<file path="src/sfc_defines.svh">
// Constants for the system clock frequency check
`ifndef SFC_DEFINES_SVH
`define SFC_DEFINES_SVH

// Source select codes
`define SFC_SRC_LOCO       2'h0
`define SFC_SRC_SUBXTAL    2'h1
`define SFC_SRC_EXTTIMER   2'h2
`define SFC_SRC_PIN        2'h3

// Status codes
`define SFC_ST_PASS        2'h0
`define SFC_ST_WINDOW      2'h1
`define SFC_ST_NOREF       2'h2

// Counter mode loop cost in system clocks per increment
`define SFC_LOOP_CYCLES    4'h9

// Timeout without a reference edge, in system clocks
// Must exceed the longest half period of the slowest reference in use
`define SFC_TIMEOUT_CYCLES 20'h04e20

// Widths
`define SFC_CNT_W          16
`define SFC_TMO_W          20

`endif

</file>
<file path="src/sfc_pkg.sv">
// Types for the system clock frequency check
package sfc_pkg;
	typedef enum logic {
		SFC_MODE_CAPTURE,
		SFC_MODE_COUNTER
	} sfc_mode_t;

	typedef enum logic [2:0] {
		SFC_IDLE,
		SFC_SYNC,
		SFC_ARM,
		SFC_MEASURE,
		SFC_EVAL
	} sfc_state_t;
endpackage : sfc_pkg

</file>
<file path="src/sfc_edge_sync.sv">
// Two-stage synchroniser with rise and fall detection
`timescale 1ns/10ps
`include "sfc_defines.svh"

module sfc_edge_sync (
	input  wire logic i_clk_sys,
	input  wire logic i_resetn,
	input  wire logic i_async,
	output logic      o_rise,
	output logic      o_fall
);
	logic meta_q;
	logic sync_q;
	logic prev_q;

	always_ff @(posedge i_clk_sys) begin
		if (!i_resetn) begin
			meta_q <= 1'b0;
			sync_q <= 1'b0;
			prev_q <= 1'b0;
		end else begin
			meta_q <= i_async;
			sync_q <= meta_q;
			prev_q <= sync_q;
		end
	end

	assign o_rise = sync_q & ~prev_q;
	assign o_fall = ~sync_q & prev_q;
endmodule : sfc_edge_sync

</file>
<file path="src/sfc_clock_check.sv">
// System clock frequency check against a slow reference clock
//
// Contract
// - Status is 0 pass, 1 out of window, 2 no reference clock.
// - Capture and counter methods report the same status encoding.
// - Capture reference selects low-speed oscillator, sub crystal or timer input.
// - Capture mode discards the first edge and measures to the next.
// - Capture value is system clocks in one full reference period.
// - After second capture compare count with upper and lower limits.
// - Limits are user-set; counter mode reads a reference input pin.
// - Counter mode first waits for a falling edge on the pin.
// - Then waits for a rising edge and starts counting from zero.
// - Counter runs until next falling edge, the high phase.
// - At interval end compare count with limits, report violation.
// - One counter increment costs nine system clocks.
// - Counter window is half a reference period.
`timescale 1ns/10ps
`include "sfc_defines.svh"

module sfc_clock_check (
	input  wire logic                      i_clk_sys,
	input  wire logic                      i_resetn,
	input  wire logic                      i_start,
	input  wire logic                      i_mode_counter,
	input  wire logic [1:0]                i_capture_source_select,
	input  wire logic                      i_low_speed_osc_clock,
	input  wire logic                      i_sub_clock_crystal,
	input  wire logic                      i_external_timer_input,
	input  wire logic                      i_reference_input_pin,
	input  wire logic [`SFC_CNT_W-1:0]     i_counter_upper_limit,
	input  wire logic [`SFC_CNT_W-1:0]     i_counter_lower_limit,
	output logic                           o_busy,
	output logic                           o_done,
	output logic [1:0]                     o_status,
	output logic [`SFC_CNT_W-1:0]          o_measured
);
	sfc_pkg::sfc_state_t        state_q;
	sfc_pkg::sfc_mode_t         mode_q;
	logic [`SFC_CNT_W-1:0]      count_q;
	logic [3:0]                 loop_q;
	logic [`SFC_TMO_W-1:0]      tmo_q;
	logic                       ref_sel;
	logic                       ref_rise;
	logic                       ref_fall;
	logic                       sync_ev;
	logic                       arm_ev;
	logic                       end_ev;
	logic                       edge_seen;
	logic                       timeout;

	function automatic logic [1:0] judge(input logic [`SFC_CNT_W-1:0] v,
		input logic [`SFC_CNT_W-1:0] hi, input logic [`SFC_CNT_W-1:0] lo);
		judge = (v > hi || v < lo) ? `SFC_ST_WINDOW : `SFC_ST_PASS;
	endfunction : judge

	////////////////////////////////////////////////////////////////////////
	// Reference selection
	// source select; counter pin
	always_comb begin
		if (i_mode_counter) begin
			ref_sel = i_reference_input_pin;
		end else begin
			unique case (i_capture_source_select)
				`SFC_SRC_LOCO:     ref_sel = i_low_speed_osc_clock;
				`SFC_SRC_SUBXTAL:  ref_sel = i_sub_clock_crystal;
				default:           ref_sel = i_external_timer_input;
			endcase
		end
	end

	// Switching source mid-run may give a spurious edge; caller holds it
	sfc_edge_sync u_sync (
		.i_clk_sys (i_clk_sys),
		.i_resetn  (i_resetn),
		.i_async   (ref_sel),
		.o_rise    (ref_rise),
		.o_fall    (ref_fall)
	);

	////////////////////////////////////////////////////////////////////////
	// Edge roles per mode
	// capture uses rising edges; counter edges
	always_comb begin
		if (mode_q == sfc_pkg::SFC_MODE_COUNTER) begin
			sync_ev = ref_fall;
			arm_ev  = ref_rise;
			end_ev  = ref_fall;
		end else begin
			sync_ev = ref_rise;
			arm_ev  = 1'b0;
			end_ev  = ref_rise;
		end
	end

	assign edge_seen = ref_rise | ref_fall;
	assign timeout   = (tmo_q == `SFC_TIMEOUT_CYCLES - 20'h1);

	////////////////////////////////////////////////////////////////////////
	// Sequencer
	always_ff @(posedge i_clk_sys) begin
		if (!i_resetn) begin
			state_q <= sfc_pkg::SFC_IDLE;
			mode_q  <= sfc_pkg::SFC_MODE_CAPTURE;
		end else begin
			unique case (state_q)
				sfc_pkg::SFC_IDLE: begin
					if (i_start) begin
						state_q <= sfc_pkg::SFC_SYNC;
						mode_q  <= i_mode_counter ? sfc_pkg::SFC_MODE_COUNTER
						                          : sfc_pkg::SFC_MODE_CAPTURE;
					end
				end
				// discard first capture; wait for fall
				sfc_pkg::SFC_SYNC: begin
					if (timeout) begin
						state_q <= sfc_pkg::SFC_EVAL;
					end else if (sync_ev) begin
						state_q <= (mode_q == sfc_pkg::SFC_MODE_COUNTER)
						           ? sfc_pkg::SFC_ARM : sfc_pkg::SFC_MEASURE;
					end
				end
				sfc_pkg::SFC_ARM: begin
					if (timeout) begin
						state_q <= sfc_pkg::SFC_EVAL;
					end else if (arm_ev) begin
						state_q <= sfc_pkg::SFC_MEASURE;
					end
				end
				sfc_pkg::SFC_MEASURE: begin
					if (timeout || end_ev) begin
						state_q <= sfc_pkg::SFC_EVAL;
					end
				end
				sfc_pkg::SFC_EVAL: begin
					state_q <= sfc_pkg::SFC_IDLE;
				end
				// Unused codes fall back to idle
				default: begin
					state_q <= sfc_pkg::SFC_IDLE;
				end
			endcase
		end
	end

	////////////////////////////////////////////////////////////////////////
	// Timeout counter, restarted by every reference edge
	always_ff @(posedge i_clk_sys) begin
		if (!i_resetn) begin
			tmo_q <= '0;
		end else if (state_q == sfc_pkg::SFC_IDLE || state_q == sfc_pkg::SFC_EVAL
		             || edge_seen) begin
			tmo_q <= '0;
		end else begin
			tmo_q <= tmo_q + `SFC_TMO_W'(1);
		end
	end

	////////////////////////////////////////////////////////////////////////
	// Measurement counter
	always_ff @(posedge i_clk_sys) begin
		if (!i_resetn) begin
			count_q <= '0;
			loop_q  <= '0;
		end else if (state_q != sfc_pkg::SFC_MEASURE) begin
			// capture count and counter loop start from one; the arming clock is already counted
			if (state_q == sfc_pkg::SFC_SYNC && sync_ev
			    && mode_q == sfc_pkg::SFC_MODE_CAPTURE) begin
				count_q <= `SFC_CNT_W'(1);
			end else begin
				count_q <= '0;
			end
			if (state_q == sfc_pkg::SFC_ARM && arm_ev) begin
				loop_q <= 4'h1;
			end else begin
				loop_q <= '0;
			end
		end else if (mode_q == sfc_pkg::SFC_MODE_CAPTURE) begin
			// one count per system clock, saturating
			if (!end_ev && count_q != '1) begin
				count_q <= count_q + `SFC_CNT_W'(1);
			end
		end else if (!end_ev) begin
			if (loop_q == `SFC_LOOP_CYCLES - 4'h1) begin
				loop_q <= '0;
				if (count_q != '1) begin
					count_q <= count_q + `SFC_CNT_W'(1);
				end
			end else begin
				loop_q <= loop_q + 4'h1;
			end
		end
	end

	////////////////////////////////////////////////////////////////////////
	// Result
	always_ff @(posedge i_clk_sys) begin
		if (!i_resetn) begin
			o_status   <= `SFC_ST_PASS;
			o_measured <= '0;
			o_done     <= 1'b0;
		end else begin
			o_done <= 1'b0;
			if (state_q == sfc_pkg::SFC_MEASURE && end_ev && !timeout) begin
				o_status   <= judge(count_q, i_counter_upper_limit, i_counter_lower_limit);
				o_measured <= count_q;
				o_done     <= 1'b1;
			end else if (state_q != sfc_pkg::SFC_IDLE && state_q != sfc_pkg::SFC_EVAL
			             && timeout) begin
				o_status   <= `SFC_ST_NOREF;
				o_measured <= count_q;
				o_done     <= 1'b1;
			end
		end
	end

	assign o_busy = (state_q != sfc_pkg::SFC_IDLE);
endmodule : sfc_clock_check

</file>
<file path="config.mk">
export PLATFORM = sky130hd
export DESIGN_NAME = sfc_clock_check
export DESIGN_NICKNAME = d
export VERILOG_FILES = /design/src/sfc_pkg.sv /design/src/sfc_edge_sync.sv /design/src/sfc_clock_check.sv
export VERILOG_INCLUDE_DIRS = /design/src
export SDC_FILE = /design/constraint.sdc
export NUM_CORES = 1
export LEC_CHECK = 0
export BUFFER_PORTS_ARGS = -buffer_cell sky130_fd_sc_hd__buf_2
export CELL_PAD_IN_SITES_DETAIL_PLACEMENT = 1
export CELL_PAD_IN_SITES_GLOBAL_PLACEMENT = 1
export CORE_ASPECT_RATIO = 0.7
export CORE_MARGIN = 2
export CORE_UTILIZATION = 30
export DETAILED_ROUTE_END_ITERATION = 16
export GPL_ROUTABILITY_DRIVEN = 0
export PLACE_DENSITY_LB_ADDON = 0.1
export SETUP_SLACK_MARGIN = 0.2
export SYNTH_ARGS = -nofsm -noshare
export SYNTH_HDL_FRONTEND = slang
export SYNTH_SLANG_ARGS = --single-unit
</file>
<file path="constraint.sdc">
create_clock -name i_clk_sys -period 2.8 [get_ports i_clk_sys]
set_input_delay 0.56 -clock i_clk_sys [delete_from_list [all_inputs] [get_ports i_clk_sys]]
set_output_delay 0.56 -clock i_clk_sys [all_outputs]
set_load 0.1 [all_outputs]
</file>
==> results_dict.tcl <==
set metrics [dict create \
    status "finished clean" \
    pin_count 62 \
    p_int_mw 1.81 \
    grt.overflow.total 0 \
    dieArea_um2 13500 \
    cp.required_ns 2.24 \
    yosysSeqAreaShare_pct 35.0 \
    syn-cell-area_um2 3780 \
    cts.sinks 66 \
    drt_drc_violations_left 0 \
    postLayoutSetupSlackWorst_ns 0.552 \
    drv_slew 0 \
    synth_ff_type "dfxtp_1" \
    pwr-share-clk_pct 50.9 \
    power_density_nw_per_um2 503 \
    cp-end-kind "primary output" \
    grt_start_max_net_pins 27 \
    net-switching-power_uw 512 \
    cts_buffers 9 \
    pwr-share-comb_pct 7.7 \
    synthCells 453 \
    cts_hold_buf 0 \
    grt_pass1_wl_um 17400 \
    dr.pass1.iters 4 \
    drive_above_1_share_pct 17.6 \
    min_period_ns 2.25 \
    worst_setup_path_start_kind "register" \
    n_fill_cell 1509 \
    clkTransAtPathRegs_ns 0.05 \
    dieHeight_um 97.9 \
    grt_pass1_vias 3406 \
    slowest_delay_ns 0.44 \
    pre_cts_slack_ns 0.599 \
    syn_to_final_growth_pct 22.1 \
    nets 604 \
    path_class "register to primary output" \
    path_buf_inv 3 \
    ctsResizeCount 0 \
    cp_top_family "buffers and inverters" \
    place_inst 676 \
    synth.area.top_cells "dfxtp_1 35%, ha_1 12%, nor2_1 5.1%" \
    ant_nets 0 \
    slew_headroom_pct 63.6 \
    final_common_cell "dfxtp_1" \
    vias 3312 \
    stdcell_count 690 \
    fp-row-count 34 \
    swShare_pct 22.0 \
    rsz0062_at_grt "no" \
    final.setup.tns_ns 0 \
    fp.dieW_um 138 \
    synth_top_area_share_pct 35.0 \
    layout_common_cells "66 x dfxtp_1, 61 x buf_2, 51 x nor2_1" \
    synth_cell_types 49 \
    final_util_pct 37.3 \
    first_iter_violations 116 \
    core_area_um2 12400 \
    grt_use_total_pct 15.9 \
    clk_latency_ns 0.33 \
    tritoncts "done" \
    yosysTopAreaCell "dfxtp_1" \
    yosysWarnings 0 \
    htree_levels 3 \
    seqPwrFrac_pct 41.4 \
    crit_chain "inv_1 -> nand2_1 -> nor2_1 -> inv_1 -> buf_2" \
    syn_avg_cell_area_um2 8.34 \
    maxCapViolCount 0 \
    ir_drop_mv 0.352 \
    synth_seq_cells 66 \
    power_leakage_nw 2.10 \
    async_flop_share_pct 0 \
    timing.final.crit_share_pct 80.3 \
    cp_common_cell "inv_1" \
    wl_um 10200 \
    cp.arrival_ns 1.69 \
    start_util_pct 30.5 \
    worst_slew_pin_slew_ns 0.544 \
    dp.final_hpwl_um 7950 \
    hold_class "register to register" \
    post_cts_buffers 0 \
    diodes 0 \
    max_freq_ghz 0.445 \
    antenna_found_initial 0 \
    wl_per_cell_um 14.8 \
    critPathSlowestCell "dfxtp_1" \
    synth_edf_count 0 \
    root_buffer "clkbuf_16" \
    vias_per_cell 4.80 \
    setup_viol_count_final 0 \
    synth_nets 532 \
    io_buffer_count 61 \
    cts_buffer_depth 2 \
    hold_violations 0 \
    path_max_fanout 6 \
    skew_ns 0.00617 \
]
==> metal layers <==
layer	global-route usage, %	vias up	share of wire, %
li1	-	1698	-
met1	23.3	1565	54
met2	23.8	39	42
met3	4.02	10	3.6
met4	3.30	0	0.87
met5	0	-	0
==> path summary, 6_finish.rpt <==
check,slack [ns],cells past startpoint,end,from
worst min register to register,0.44,1,u_sync.sync_q,u_sync.meta_q
worst max register to register,0.59,7,o_measured[13],mode_q
worst max-delay path,0.55,5,o_busy,state_q[1]
worst min-delay path,0.44,1,u_sync.sync_q,u_sync.meta_q
==> area by class of cell <==
| class | instances | area (um2) | share of cell area [%] |
|---|---|---|---|
| Clock buffer | 11 | 243 | 5.26 |
| Clock inverter | 3 | 65.1 | 1.41 |
| Inverter | 41 | 154 | 3.33 |
| Multi-Input combinational cell | 334 | 2230 | 48.4 |
| Sequential cell | 66 | 1320 | 28.6 |
| Tap cell | 162 | 203 | 4.39 |
| Timing Repair Buffer | 73 | 395 | 8.57 |
==> cells in the mapped netlist (14+ instances only) <==
cell type	number
dfxtp_1	66
nor2_1	51
inv_1	40
ha_1	37
nand2_1	37
a21oi_1	26
nor2b_1	22
nand3_1	19
xor2_1	19
mux2i_1	17
o21ai_0	16
nand4_1	14
==> cells by family (layout without fill, tap and decap cells) <==
group                    count (synthesis)  count (layout)  synth area share, %
XOR/XNOR                                28              28                 6.49
buffers and inverters                   53             128                 6.02
adder cells (fa/ha/maj)                 37              37                 12.2
multiplexers                            17              17                 4.50
AO/OA/AOI/OAI                           62              62                 9.77
flip-flops                              66              66                 35.0
AND/OR/NAND/NOR                        190             190                 26.0
==> flip-flops by register name (all words and copies together), names as in the netlist <==
name           flops
tmo_q             20
count_q           16
o_measured        16
loop_q             4
state_q            3
o_status           2
mode_q             1
o_done             1
u_sync.meta_q      1
u_sync.prev_q      1
u_sync.sync_q      1
==> power groups by stage <==
stage                     combinational (mW)  clock, mW  sequential (mW)
after global routing                   0.203       1.27            0.962
after global placement                 0.176          0            0.980
after detailed placement               0.181          0            0.981
final                                  0.178       1.18            0.961
after floorplan                        0.120          0            0.977
after CTS                              0.183       1.22            0.961
==> stage by stage <==
step	area (um2)	total power, mW	hold slack, ns
final	4620	2.32	0.437
after global placement	4310	1.16	0.438
after floorplan	3780	1.10	0.412
after global routing	4620	2.43	0.462
after CTS	4620	2.36	0.445
after detailed placement	4310	1.16	0.426
==> worst register-to-register path, cell delays in order (launching register included) <==
cell and delay (ns):
dfxtp_1 0.54, nor2b_1 0.52, nor2_1 0.15, nand2_1 0.12, a21boi_2 0.15, buf_4 0.33
mux2i_1 0.23, nor2b_1 0.06
(Power assumes the default switching activity.)
